### config.mk
export PLATFORM = sky130hd
export DESIGN_NAME = transceiver_mode_sequencer
export DESIGN_NICKNAME = d
export VERILOG_FILES = /design/src/shared/xcvr_pkg.sv /design/src/hw/transceiver_mode_sequencer.sv
export VERILOG_INCLUDE_DIRS = /design/src /design/src/shared
export SDC_FILE = /design/constraint.sdc
export NUM_CORES = 1
export LEC_CHECK = 0
export ABC_AREA = 1
export BUFFER_PORTS_ARGS = -buffer_cell sky130_fd_sc_hd__buf_4
export CORE_UTILIZATION = 40
export DETAILED_ROUTE_END_ITERATION = 10
export HOLD_SLACK_MARGIN = 0.03
export PLACE_DENSITY = 0.58
export SYNTH_ARGS = -nofsm -noshare
export SYNTH_HDL_FRONTEND = slang
export SYNTH_SLANG_ARGS = --single-unit
### constraint.sdc
create_clock -name core_clk -period 11.4 [get_ports core_clk]
set_clock_uncertainty 0.2 [all_clocks]
set_input_delay 2.28 -clock core_clk [delete_from_list [all_inputs] [get_ports core_clk]]
set_output_delay 2.28 -clock core_clk [all_outputs]
set_load 0.02 [all_outputs]
### src/shared/xcvr_defs.svh
/*
  Register map, field positions, reset values and timing counts of the
  transceiver mode sequencer. Assumes a 250 MHz core clock and an APB
  master with 32-bit data.
*/
// How it works
// - Without listen, mode 000..100 means sleep, standby, synth, transmit, receive
// - Listen enable set selects listen whatever the mode; host sets it in standby
// - Sequencer steps sub-blocks in order; sequencer disable jumps straight there
// - Sleep to transmit goes standby with crystal, then synth, then transmit on lock
// - Transmit wakes amplifier regulator, then ramps amplifier, then starts bit clock
// - Lock pin goes high once the synthesizer loop is locked
// - Transmit start delay is 5 us plus 1.25 ramp time plus half a bit
// - Mode-ready and transmitter-ready flags say the transmitter takes data
// - Packet transmit sends preamble at ready, packet starts on begin condition
// - Receiver start allows 20 us analog front-end delay
// - Receiver start allows filter delay 21 (or 34 on-off) over four bandwidths
// - Receiver start allows DC-cut delay max(8, power-of-two) over four bandwidths
// - After frequency correction allow synth relock of 5 over 300 kHz
// - Each frequency-correction sample lasts four bit periods
// - Each strength sample lasts 2 int(4 bandwidth bit) over four bandwidths
// - Receiver-ready flag says the receiver finished its start
// - With bit sync, data is valid only after 12 preamble bits
// - Continuous receive without bit sync gives data right after receiver ready
// - Listen idles on the RC oscillator, wakes receiver, keeps it on a signal
// - Listen phase lengths are coefficient 1..255 times 64us, 4.1ms or 262ms
`ifndef XCVR_DEFS_SVH
`define XCVR_DEFS_SVH

`define ADDR_OPMODE 8'h00
`define ADDR_BITCFG 8'h04
`define ADDR_TXCFG  8'h08
`define ADDR_RXCFG  8'h0C
`define ADDR_LISCFG 8'h10
`define ADDR_STATUS 8'h14

`define OP_SEQDIS  7
`define OP_LISEN   6
`define OP_LISABT  5
`define OP_MODE_HI 4
`define OP_MODE_LO 2
`define MODE_SLEEP 3'h0
`define MODE_STBY  3'h1
`define MODE_FS    3'h2
`define MODE_TX    3'h3
`define MODE_RX    3'h4
`define OPMODE_RST 8'h04

`define BC_OOK     16
`define BC_BITSYNC 17
`define BC_PACKET  18
`define BC_AFC     19
`define BITCFG_RST 20'h00100
`define TXCFG_RST  16'h0010
`define RXCFG_RST  28'h0010010
`define LISCFG_RST 20'h50101

`define CLK_PERIOD_NS  4
`define TX_REG_NS      5000
`define TX_REG_CYC     ((`TX_REG_NS + `CLK_PERIOD_NS - 1) / `CLK_PERIOD_NS)
`define ANA_NS         20000
`define ANA_CYC        ((`ANA_NS + `CLK_PERIOD_NS - 1) / `CLK_PERIOD_NS)
`define PLL_RELOCK_NUM 5
`define PLL_BW_KHZ     300
`define PLL_RELOCK_CYC ((`PLL_RELOCK_NUM * 1000000 + `PLL_BW_KHZ * `CLK_PERIOD_NS - 1) / (`PLL_BW_KHZ * `CLK_PERIOD_NS))
`define CF_FSK         32'h15
`define CF_OOK         32'h22
`define DCC_MIN        32'h8
`define DCC_MIN_EXP    4'h3
`define RSSI_MUL       32'h2
`define AFC_BITS       32'h4
`define SYNC_BITS      4'hC
`define XTAL_WAKE_CYC  1000
`define RC_PERIOD_NS   160
`define LIS_RES1_NS    64000
`define LIS_RES2_NS    4100000
`define LIS_RES3_NS    262000000

`endif

### src/shared/xcvr_pkg.sv
/*
  Types of the transceiver mode sequencer. Assumes nothing outside.
*/
package xcvr_pkg;
  typedef enum {
    ST_SLEEP, ST_XO_WAKE, ST_STBY, ST_FS_WAKE, ST_FS,
    ST_TX_REG, ST_TX_RAMP, ST_TX_HALF, ST_TX, ST_RX_WAKE, ST_RX,
    ST_LIS_IDLE, ST_LIS_RX, ST_LIS_KEEP
  } seqState_type;
  typedef logic [2:0] mode_type;
endpackage

### src/hw/transceiver_mode_sequencer.sv
/*
  Operating-mode sequencer of a sub-GHz transceiver with an APB register
  slave. Assumes synthesizer lock, RC oscillator, signal detect and data
  pins arrive asynchronously; the transmit begin condition comes from
  logic on core_clk.
*/
// Our own choices: the APB slave port and the address map.
`timescale 1ns/1ps
`include "xcvr_defs.svh"
module transceiver_mode_sequencer #(
  parameter int ANA_CYC        = `ANA_CYC,
  parameter int PLL_RELOCK_CYC = `PLL_RELOCK_CYC,
  parameter int LIS_RES1_TICKS = `LIS_RES1_NS / `RC_PERIOD_NS,
  parameter int LIS_RES2_TICKS = `LIS_RES2_NS / `RC_PERIOD_NS,
  parameter int LIS_RES3_TICKS = `LIS_RES3_NS / `RC_PERIOD_NS
) (
  input  wire logic        core_clk,
  input  wire logic        reset,
  input  wire logic        psel,
  input  wire logic        penable,
  input  wire logic        pwrite,
  input  wire logic [7:0]  paddr,
  input  wire logic [31:0] pwdata,
  output logic      [31:0] prdata,
  output logic             pready,
  output logic             pslverr,
  input  wire logic        synthLockIn,
  input  wire logic        rcClkIn,
  input  wire logic        signalDetectIn,
  input  wire logic        demodDataIn,
  input  wire logic        serialDataIn,
  input  wire logic        txBeginCond,
  output logic             pllLockPin_q,
  output logic             mode_reached_flag_q,
  output logic             transmitter_ready_flag_q,
  output logic             receiver_ready_flag_q,
  output logic             xtalEnable_q,
  output logic             synthEnable_q,
  output logic             ampRegEnable_q,
  output logic             ampRampEnable_q,
  output logic             rxEnable_q,
  output logic             rcOscOnly_q,
  output logic             bitClockOut_q,
  output logic             txModData_q,
  output logic             serialDataOut_q,
  output logic             serialDataOe_n_q,
  output logic             preambleOn_q,
  output logic             packetActive_q,
  output logic             dataValid_q
);
  import xcvr_pkg::*;

  localparam int XtalCyc = `XTAL_WAKE_CYC;
  localparam int TxRegCyc = `TX_REG_CYC;
  // A literal cannot be part-selected, so the reset word is named first
  localparam logic [7:0] OpModeRst = `OPMODE_RST;

  seqState_type state_q;
  seqState_type stateD;
  mode_type     modeField_q;
  logic         seqDisable_q;
  logic         listenEn_q;
  logic         periodic_listen_abort_q;
  logic [19:0]  bitCfg_q;
  logic [15:0]  txCfg_q;
  logic [27:0]  rxCfg_q;
  logic [19:0]  lisCfg_q;
  logic [4:0]   sync1_q;
  logic [4:0]   sync2_q;
  logic         rcPrev_q;
  logic [31:0]  cnt_q;
  logic [31:0]  limit;
  logic [20:0]  resCnt_q;
  logic [7:0]   coefCnt_q;
  logic [15:0]  bitCnt_q;
  logic [3:0]   preambleBits_q;
  logic [31:0]  rdData;
  logic         hit;
  logic         opWr;
  logic [31:0]  bitCyc;
  logic [31:0]  quarter;
  logic [31:0]  cfCyc;
  logic [31:0]  dccCyc;
  logic [31:0]  rssiCyc;
  logic [31:0]  afcCyc;
  logic [31:0]  rxDelay;
  logic [31:0]  rampCyc;
  logic         lockSync;
  logic         rcRise;
  logic         sigSync;
  logic         timedDone;
  logic         bitTick;
  logic         stable;
  logic         lisDone;
  logic         needSync;
  logic [20:0]  resLimit;
  logic [7:0]   coefLimit;
  logic [1:0]   resSel;

  // Every asynchronous input gets two flops; only the second one is read
  always_ff @(posedge core_clk or posedge reset) begin
    if (reset) begin
      sync1_q <= 5'h00;
      sync2_q <= 5'h00;
      rcPrev_q <= 1'b0;
    end else begin
      sync1_q <= {serialDataIn, demodDataIn, signalDetectIn, rcClkIn, synthLockIn};
      sync2_q <= sync1_q;
      rcPrev_q <= sync2_q[1];
    end
  end
  assign lockSync = sync2_q[0];
  assign rcRise = sync2_q[1] & ~rcPrev_q;
  assign sigSync = sync2_q[2];

  // APB: zero-wait answer, read data captured in the setup cycle
  always_comb begin
    hit = 1'b1;
    rdData = 32'h0000_0000;
    case (paddr)
      `ADDR_OPMODE: rdData = {24'h000000, seqDisable_q, listenEn_q, periodic_listen_abort_q,
                              modeField_q, 2'h0};
      `ADDR_BITCFG: rdData = {12'h000, bitCfg_q};
      `ADDR_TXCFG:  rdData = {16'h0000, txCfg_q};
      `ADDR_RXCFG:  rdData = {4'h0, rxCfg_q};
      `ADDR_LISCFG: rdData = {12'h000, lisCfg_q};
      `ADDR_STATUS: rdData = {26'h0000000, dataValid_q, packetActive_q, pllLockPin_q,
                              receiver_ready_flag_q, transmitter_ready_flag_q, mode_reached_flag_q};
      default:      hit = 1'b0;
    endcase
  end
  assign opWr = psel & penable & pready & pwrite & (paddr == `ADDR_OPMODE);

  always_ff @(posedge core_clk or posedge reset) begin
    if (reset) begin
      pready <= 1'b0;
      prdata <= 32'h0000_0000;
      pslverr <= 1'b0;
    end else begin
      pready <= psel & ~penable;
      if (psel & ~penable) begin
        prdata <= pwrite ? 32'h0000_0000 : rdData;
        pslverr <= ~hit;
      end
    end
  end

  always_ff @(posedge core_clk or posedge reset) begin
    if (reset) begin
      modeField_q <= OpModeRst[`OP_MODE_HI:`OP_MODE_LO];
      seqDisable_q <= OpModeRst[`OP_SEQDIS];
      listenEn_q <= OpModeRst[`OP_LISEN];
      periodic_listen_abort_q <= OpModeRst[`OP_LISABT];
    end else if (opWr) begin
      seqDisable_q <= pwdata[`OP_SEQDIS];
      listenEn_q <= pwdata[`OP_LISEN];
      periodic_listen_abort_q <= pwdata[`OP_LISABT];
      if (pwdata[`OP_MODE_HI:`OP_MODE_LO] <= `MODE_RX) begin
        modeField_q <= pwdata[`OP_MODE_HI:`OP_MODE_LO];
      end
    end
  end

  always_ff @(posedge core_clk or posedge reset) begin
    if (reset) begin
      bitCfg_q <= `BITCFG_RST;
      txCfg_q <= `TXCFG_RST;
      rxCfg_q <= `RXCFG_RST;
      lisCfg_q <= `LISCFG_RST;
    end else if (psel & penable & pready & pwrite) begin
      if (paddr == `ADDR_BITCFG) bitCfg_q <= pwdata[19:0];
      if (paddr == `ADDR_TXCFG) txCfg_q <= pwdata[15:0];
      if (paddr == `ADDR_RXCFG) rxCfg_q <= pwdata[27:0];
      if (paddr == `ADDR_LISCFG) lisCfg_q <= pwdata[19:0];
    end
  end

  // Start delays; bandwidth terms come in as cycles of one over four bandwidths
  always_comb begin
    bitCyc = {16'h0000, bitCfg_q[15:0]};
    quarter = {16'h0000, rxCfg_q[15:0]};
    rampCyc = {16'h0000, txCfg_q} + {18'h00000, txCfg_q[15:2]};
    cfCyc = quarter * (bitCfg_q[`BC_OOK] ? `CF_OOK : `CF_FSK);
    if (rxCfg_q[19:16] < `DCC_MIN_EXP) begin
      dccCyc = quarter * `DCC_MIN;
    end else begin
      dccCyc = quarter << rxCfg_q[19:16];
    end
    rssiCyc = `RSSI_MUL * {24'h000000, rxCfg_q[27:20]} * quarter;
    afcCyc = 32'h0000_0000;
    if (bitCfg_q[`BC_AFC]) begin
      afcCyc = `AFC_BITS * bitCyc + 32'(PLL_RELOCK_CYC);
    end
    rxDelay = 32'(ANA_CYC) + cfCyc + dccCyc + rssiCyc + afcCyc;
  end

  always_comb begin
    case (state_q)
      ST_XO_WAKE: limit = 32'(XtalCyc);
      ST_TX_REG:  limit = 32'(TxRegCyc);
      ST_TX_RAMP: limit = rampCyc;
      ST_TX_HALF: limit = {1'b0, bitCyc[31:1]};
      ST_RX_WAKE: limit = rxDelay;
      default:    limit = 32'h0000_0000;
    endcase
  end
  assign timedDone = (cnt_q + 32'h1) >= limit;

  function automatic seqState_type finalOf(input mode_type m);
    case (m)
      `MODE_SLEEP: finalOf = ST_SLEEP;
      `MODE_STBY:  finalOf = ST_STBY;
      `MODE_FS:    finalOf = ST_FS;
      `MODE_TX:    finalOf = ST_TX;
      default:     finalOf = ST_RX;
    endcase
  endfunction

  // Next waypoint toward the requested mode from a settled point
  function automatic seqState_type stepTo(input mode_type m, input logic xo,
                                          input logic syn, input logic direct);
    if (direct) stepTo = finalOf(m);
    else if (m == `MODE_SLEEP) stepTo = ST_SLEEP;
    else if (!xo) stepTo = ST_XO_WAKE;
    else if (m == `MODE_STBY) stepTo = ST_STBY;
    else if (!syn) stepTo = ST_FS_WAKE;
    else if (m == `MODE_FS) stepTo = ST_FS;
    else if (m == `MODE_TX) stepTo = ST_TX_REG;
    else stepTo = ST_RX_WAKE;
  endfunction

  assign stable = (state_q == ST_SLEEP) || (state_q == ST_STBY) || (state_q == ST_FS)
                  || (state_q == ST_TX) || (state_q == ST_RX);

  always_comb begin
    stateD = state_q;
    case (state_q)
      ST_SLEEP, ST_STBY, ST_FS, ST_TX, ST_RX: begin
        if (listenEn_q) begin
          stateD = ST_LIS_IDLE;
        end else if (finalOf(modeField_q) != state_q) begin
          stateD = stepTo(modeField_q, state_q != ST_SLEEP,
                          state_q != ST_SLEEP && state_q != ST_STBY, seqDisable_q);
        end
      end
      ST_XO_WAKE: if (timedDone) stateD = ST_STBY;
      ST_FS_WAKE: if (lockSync) stateD = ST_FS;
      ST_TX_REG:  if (timedDone) stateD = ST_TX_RAMP;
      ST_TX_RAMP: if (timedDone) stateD = ST_TX_HALF;
      ST_TX_HALF: if (timedDone) stateD = ST_TX;
      ST_RX_WAKE: if (timedDone) stateD = ST_RX;
      ST_LIS_IDLE: if (lisDone) stateD = ST_LIS_RX;
      ST_LIS_RX: begin
        if (sigSync) stateD = ST_LIS_KEEP;
        else if (lisDone) stateD = ST_LIS_IDLE;
      end
      default: stateD = state_q;
    endcase
    // Listen is left only through the abort write; crystal restarts from cold
    if ((state_q == ST_LIS_IDLE || state_q == ST_LIS_RX || state_q == ST_LIS_KEEP)
        && !listenEn_q && periodic_listen_abort_q) begin
      stateD = stepTo(modeField_q, 1'b0, 1'b0, seqDisable_q);
    end
  end

  always_ff @(posedge core_clk or posedge reset) begin
    if (reset) begin
      state_q <= ST_SLEEP;
      cnt_q <= 32'h0000_0000;
    end else begin
      state_q <= stateD;
      cnt_q <= (stateD != state_q) ? 32'h0000_0000 : cnt_q + 32'h1;
    end
  end

  // Listen phase timing counts RC oscillator edges
  always_comb begin
    resSel = (state_q == ST_LIS_IDLE) ? lisCfg_q[19:18] : lisCfg_q[17:16];
    coefLimit = (state_q == ST_LIS_IDLE) ? lisCfg_q[15:8] : lisCfg_q[7:0];
    if (coefLimit == 8'h00) coefLimit = 8'h01;
    case (resSel)
      2'h2:    resLimit = 21'(LIS_RES2_TICKS);
      2'h3:    resLimit = 21'(LIS_RES3_TICKS);
      default: resLimit = 21'(LIS_RES1_TICKS);
    endcase
  end
  assign lisDone = coefCnt_q >= coefLimit;

  always_ff @(posedge core_clk or posedge reset) begin
    if (reset) begin
      resCnt_q <= 21'h000000;
      coefCnt_q <= 8'h00;
    end else if (stateD != state_q) begin
      resCnt_q <= 21'h000000;
      coefCnt_q <= 8'h00;
    end else if (rcRise) begin
      if (resCnt_q + 21'h1 >= resLimit) begin
        resCnt_q <= 21'h000000;
        coefCnt_q <= coefCnt_q + 8'h01;
      end else begin
        resCnt_q <= resCnt_q + 21'h1;
      end
    end
  end

  // Bit timing for the bit clock and the preamble count
  assign bitTick = (bitCnt_q + 16'h1) >= bitCfg_q[15:0];
  assign needSync = bitCfg_q[`BC_PACKET] | bitCfg_q[`BC_BITSYNC];

  always_ff @(posedge core_clk or posedge reset) begin
    if (reset) begin
      bitCnt_q <= 16'h0000;
      preambleBits_q <= 4'h0;
    end else if (state_q != ST_TX && state_q != ST_RX) begin
      bitCnt_q <= 16'h0000;
      preambleBits_q <= 4'h0;
    end else begin
      bitCnt_q <= bitTick ? 16'h0000 : bitCnt_q + 16'h1;
      if (bitTick && state_q == ST_RX && preambleBits_q < `SYNC_BITS) begin
        preambleBits_q <= preambleBits_q + 4'h1;
      end
    end
  end

  always_ff @(posedge core_clk or posedge reset) begin
    if (reset) begin
      mode_reached_flag_q <= 1'b0;
      transmitter_ready_flag_q <= 1'b0;
      receiver_ready_flag_q <= 1'b0;
      pllLockPin_q <= 1'b0;
    end else begin
      mode_reached_flag_q <= listenEn_q ? (state_q == ST_LIS_IDLE || state_q == ST_LIS_RX
                                   || state_q == ST_LIS_KEEP)
                                : (stable && state_q == finalOf(modeField_q));
      transmitter_ready_flag_q <= state_q == ST_TX;
      receiver_ready_flag_q <= state_q == ST_RX || state_q == ST_LIS_KEEP;
      pllLockPin_q <= lockSync;
    end
  end

  always_ff @(posedge core_clk or posedge reset) begin
    if (reset) begin
      xtalEnable_q <= 1'b0;
      synthEnable_q <= 1'b0;
      ampRegEnable_q <= 1'b0;
      ampRampEnable_q <= 1'b0;
      rxEnable_q <= 1'b0;
      rcOscOnly_q <= 1'b0;
    end else begin
      xtalEnable_q <= state_q != ST_SLEEP && state_q != ST_LIS_IDLE;
      synthEnable_q <= !(state_q inside {ST_SLEEP, ST_XO_WAKE, ST_STBY, ST_LIS_IDLE});
      ampRegEnable_q <= state_q inside {ST_TX_REG, ST_TX_RAMP, ST_TX_HALF, ST_TX};
      ampRampEnable_q <= state_q inside {ST_TX_RAMP, ST_TX_HALF, ST_TX};
      rxEnable_q <= state_q inside {ST_RX_WAKE, ST_RX, ST_LIS_RX, ST_LIS_KEEP};
      rcOscOnly_q <= state_q == ST_LIS_IDLE;
    end
  end

  // Data path; the serial pin turns around only in receive
  always_ff @(posedge core_clk or posedge reset) begin
    if (reset) begin
      bitClockOut_q <= 1'b0;
      txModData_q <= 1'b0;
      serialDataOut_q <= 1'b0;
      serialDataOe_n_q <= 1'b1;
      preambleOn_q <= 1'b0;
      packetActive_q <= 1'b0;
      dataValid_q <= 1'b0;
    end else begin
      bitClockOut_q <= (state_q == ST_TX || (state_q == ST_RX && bitCfg_q[`BC_BITSYNC]))
                       && bitCnt_q < {1'b0, bitCfg_q[15:1]};
      txModData_q <= state_q == ST_TX && !bitCfg_q[`BC_PACKET] && sync2_q[4];
      serialDataOut_q <= state_q == ST_RX && sync2_q[3];
      serialDataOe_n_q <= state_q != ST_RX;
      preambleOn_q <= state_q == ST_TX && bitCfg_q[`BC_PACKET];
      // Preamble length itself belongs to the packet engine behind this flag
      if (state_q != ST_TX || !bitCfg_q[`BC_PACKET]) packetActive_q <= 1'b0;
      else if (txBeginCond) packetActive_q <= 1'b1;
      dataValid_q <= state_q == ST_RX && (!needSync || preambleBits_q >= `SYNC_BITS);
    end
  end

  a_reserved_mode: assert property (@(posedge core_clk) disable iff (reset)
    (opWr && pwdata[`OP_MODE_HI:`OP_MODE_LO] > `MODE_RX) |=> $stable(modeField_q))
    else $error("reserved mode code changed the mode");
  a_listen_select: assert property (@(posedge core_clk) disable iff (reset)
    (stable && listenEn_q) |=> state_q == ST_LIS_IDLE)
    else $error("listen enable did not select listen");
  a_seq_direct: assert property (@(posedge core_clk) disable iff (reset)
    (stable && seqDisable_q && !listenEn_q && finalOf(modeField_q) != state_q)
    |=> state_q == finalOf($past(modeField_q)))
    else $error("direct mode change took steps");
  a_xo_first: assert property (@(posedge core_clk) disable iff (reset)
    (state_q == ST_SLEEP && !seqDisable_q && !listenEn_q && modeField_q != `MODE_SLEEP)
    |=> state_q == ST_XO_WAKE)
    else $error("sleep exit did not start the crystal");
  a_fs_wait_lock: assert property (@(posedge core_clk) disable iff (reset)
    (state_q == ST_FS_WAKE && !lockSync) |=> state_q == ST_FS_WAKE)
    else $error("synth wake left before lock");
  a_amp_order: assert property (@(posedge core_clk) disable iff (reset)
    $rose(ampRampEnable_q) |-> ampRegEnable_q && !bitClockOut_q && $past(ampRegEnable_q))
    else $error("amplifier ramp before regulator");
  a_lock_pin: assert property (@(posedge core_clk) disable iff (reset)
    (state_q == ST_FS_WAKE ##1 state_q == ST_FS) |-> pllLockPin_q)
    else $error("lock pin low at synth ready");
  a_tx_reg_time: assert property (@(posedge core_clk) disable iff (reset)
    (state_q == ST_TX_REG ##1 state_q == ST_TX_RAMP) |-> $past(cnt_q) == TxRegCyc - 1)
    else $error("regulator wake time wrong");
  a_tx_flags: assert property (@(posedge core_clk) disable iff (reset)
    (state_q == ST_TX && modeField_q == `MODE_TX && !listenEn_q) |=> transmitter_ready_flag_q && mode_reached_flag_q)
    else $error("transmit ready flags missing");
  a_rx_ready: assert property (@(posedge core_clk) disable iff (reset)
    $rose(receiver_ready_flag_q) |-> $past(state_q) == ST_RX || $past(state_q) == ST_LIS_KEEP)
    else $error("receiver ready without receive");
  a_sync_bits: assert property (@(posedge core_clk) disable iff (reset)
    ($rose(dataValid_q) && needSync) |-> $past(preambleBits_q) == `SYNC_BITS)
    else $error("data valid before preamble lock");
  a_ready_moving: assert property (@(posedge core_clk) disable iff (reset)
    (!stable && !listenEn_q) |=> !mode_reached_flag_q)
    else $error("mode ready during transition");
endmodule

==> metrics.md <==
| Metric | Value |
|---|---|
| Leak pwr | `15.1 nW` |
| Vias post-DR | `21.8k` |
| Max Fclk | `93.3 MHz` |
| Non-filler instance count after layout | `4242` |
| Cells after Synth | `3326` |
| Die footprint | `64000 um^2` |
| Max-cap violations | `0` |
| Inst Count DP | `4180` |
| DRC | `0` |
| Setup TNS | `0 ns` |
| YS warnings | `0` |
| Antenna Violating Nets Remaining | `0` |
| 1st-pass router iterations | `6` |
| Leading cell types by count after synthesis | `676 x nand2_1, 614 x inv_1, 281 x nor2_1, 262 x o21ai_0, 251 x dfrtp_1` |
| Number of synthesized flops with an enable pin | `0` |
| DRT iter0 DRCs | `1676` |
| Synthesized cell area | `25200 um^2` |
| Register area share after synthesis | `26.0%` |
| Pin count of the biggest net entering global routing | `156` |
| Worst-skew pair later-pin latency | `0.60 ns` |
| Synth top area share | `24.9%` |
| Worst setup margin | `0.680 ns` |
| Core Util, Final | `45.1%` |
| Min Hold Slack | `0.146 ns` |
| Antenna violations before repair | `0` |
| Comb power frac | `7.9%` |
| #FFs+latches synth | `261` |
| Global-route wire length before repair | `114000 um` |
| Die height | `253 um` |
| Req. time, crit path | `11.71 ns` |
| Setup Crit Path Kind | `reg2reg` |
| Drt total wl | `71300 um` |
| CTS tree | `built` |
| HPWL after detailed placement | `57600 um` |
| Critical path endpoint category | `register` |
| Synth top area cells | `dfrtp_1 25%, fa_1 14%, ha_1 12%` |
| Vias per Instance | `5.13` |
| Seq pwr share | `45.0%` |
| Net Sw Power | `0.564 mW` |
| Most used DFF post-synth | `dfrtp_1` |
| Outcome | `complete, no violations` |
| Clock root buffer | `clkbuf_16` |
| Core ar. | `61900 um^2` |
| Final Critical Period | `10.72 ns` |
| Worst path max stage delay | `0.53 ns` |
| Avg Inst Size Synth | `7.58 um^2` |
| IO buf count | `93` |
| Hold buffer count at CTS | `0` |
| Synth unique cells | `62` |
| Routed WL per cell | `16.8 um` |
| Nets@finish | `3841` |
| Arrival @ worst endpoint | `11.03 ns` |
| Crit-path slowest cell | `fa_1` |
| CTS HTree Levels | `1` |
| Clock-pin slew on the worst setup and hold paths | `0.06 ns` |
| Multi-input logic area | `15900 um^2` |
| Hold Path Depth | `0` |
| Area delta synth->final | `10.7%` |
| Horiz. Die Dim | `253 um` |
| Cell Int Power | `1.55 mW` |
| Final Cell Area | `27900 um^2` |
| Sequential cell area | `6550 um^2` |
| Top cell by count, worst path | `nand2_1` |
| Sw frac | `26.6%` |
| Most numerous cell in the Yosys netlist | `nand2_1` |
| Slew @ Worst Pin | `1.22 ns` |
| Place WS | `0.324 ns` |
| Reg2Reg Depth | `55` |
| Clock power frac | `47.1%` |
| Worst-path maximum fanout | `20` |
| Vias in the first global route | `20.9k` |
| Clk buf depth | `3` |
| Finish-stage setup viols | `0` |
| Area after DPL | `26800 um^2` |
| Yosys top cell by area | `dfrtp_1` |
| GRT Overall Usage | `22.7%` |
| Total power | `2.12 mW` |
| Fill cells | `6407` |
| CTS Buf Count | `31` |
| Sink Count | `261` |
| Max_slew headroom | `18.6%` |
| Share of layout cells above drive strength 1 | `8.28%` |
| Max Slew Vio Count | `0` |
| # IOs | `102` |
| Ys async rst share | `100%` |
| Final period utilization | `94.0%` |
| Final-report hold violation count | `0` |
| Hold Crit Class | `reg2reg` |
| Power per cell area | `75.9 nW/um^2` |
| Maximum vdd drop | `131 uV` |
| Starting density of the core | `40.7%` |
| Gpl congestion | `0.936` |
| GRT overflow | `0` |
| Num rows | `91` |
| Startpoint types | `register` |
final timing paths:
kind / start / end / slack [ns]
worst max-delay path: rxCfg_q[23] / resCnt_q[8] / 0.68
worst min-delay path: sync1_q[0] / sync2_q[0] / 0.15
worst max register to register: rxCfg_q[23] / resCnt_q[8] / 0.68
worst min register to register: sync1_q[0] / sync2_q[0] / 0.15
max in group asynchronous: reset / rxCfg_q[24] / 7.85
min in group asynchronous: reset / resCnt_q[2] / 1.63
layer usage:
metal	track usage [%]	vias to the layer above	routed length [um]
met1	32.0	10300	32500
li1	-	10700	-
met2	35.8	603	32200
met3	3.64	95	4500
met5	0	-	0
met4	6.25	0	2010
area by class of cell:
class / count / share of cell area, %
multi-input combinational: 2327 / 56.9
sequential: 261 / 23.5
inverter: 624 / 8.42
timing repair buffer: 134 / 3.78
tap: 837 / 3.75
clock buffer: 39 / 3.07
clock inverter: 19 / 0.578
antenna: 1 / 0.00897
logic make-up (layout without fill, tap and decap cells):
logic type      after synthesis  in the layout  synth area share, %
simple gates               1221           1221                 20.5
buf+inv                     761            816                 11.5
compound gates              579            579                 13.1
fa+ha+maj                   411            411                 25.6
flops                       261            261                 26.0
xor+xnor                     72             72                 2.50
mux                          19             19                0.794
other cells                   2             26               0.0298
state kept, by name (all words and copies together), names as in the netlist, 3 cells and up:
register	count
modeField_q	3
cnt_q	32
preambleBits_q	4
txCfg_q	16
sync2_q	5
prdata	28
state_q	32
coefCnt_q	8
lisCfg_q	20
bitCnt_q	16
sync1_q	5
rxCfg_q	28
resCnt_q	21
bitCfg_q	20
worst max-delay path, delay by kind of cell, from the launching register on:
kind                       cells  cell delay (ns)
adders and majority gates     12             5.32
and+or+nand+nor               19             2.01
buffers and inverters         12             1.25
AOI/OAI and AO/OA             11             1.20
DFF                            1             0.46
xor gates and xnor gates       1             0.17
layout by cell type, fill, tap and decap left out, types with 10 or more instances in the layout:
master and instances:
conb_1 25, a21oi_1 151, o22ai_1 19, buf_4 130, nor2_1 279, nor2_2 12
nor3_1 37, nand4_1 51, clkbuf_16 31, nand2_1 676, o21ai_1 23, a31oi_1 17
xor2_1 52, dfstp_2 10, xnor2_1 20, ha_1 234, nor4_1 13, inv_1 613
o21ai_0 257, dfrtp_1 246, nand3_1 100, a221oi_1 20, fa_1 175, or2_2 17
mux2i_1 11, o211ai_1 12
power by group through the flow:
stage                     sequential, mW  clock [mW]  combinational, mW
after floorplan                    0.965           0              0.114
after global placement             0.969           0              0.166
after detailed placement           0.970           0              0.167
after CTS                          0.952        1.03              0.168
after global routing               0.954        1.06              0.192
final                              0.953       0.999              0.167
repair_timing:
| action | in CTS | in global routing |
|---|---|---|
| setup buffers | 0 | 3 |
| resized for setup | 0 | 22 |
| setup endpoints to repair | 0 | 65 |
No activity file was read; power rests on OpenSTA's default activity.
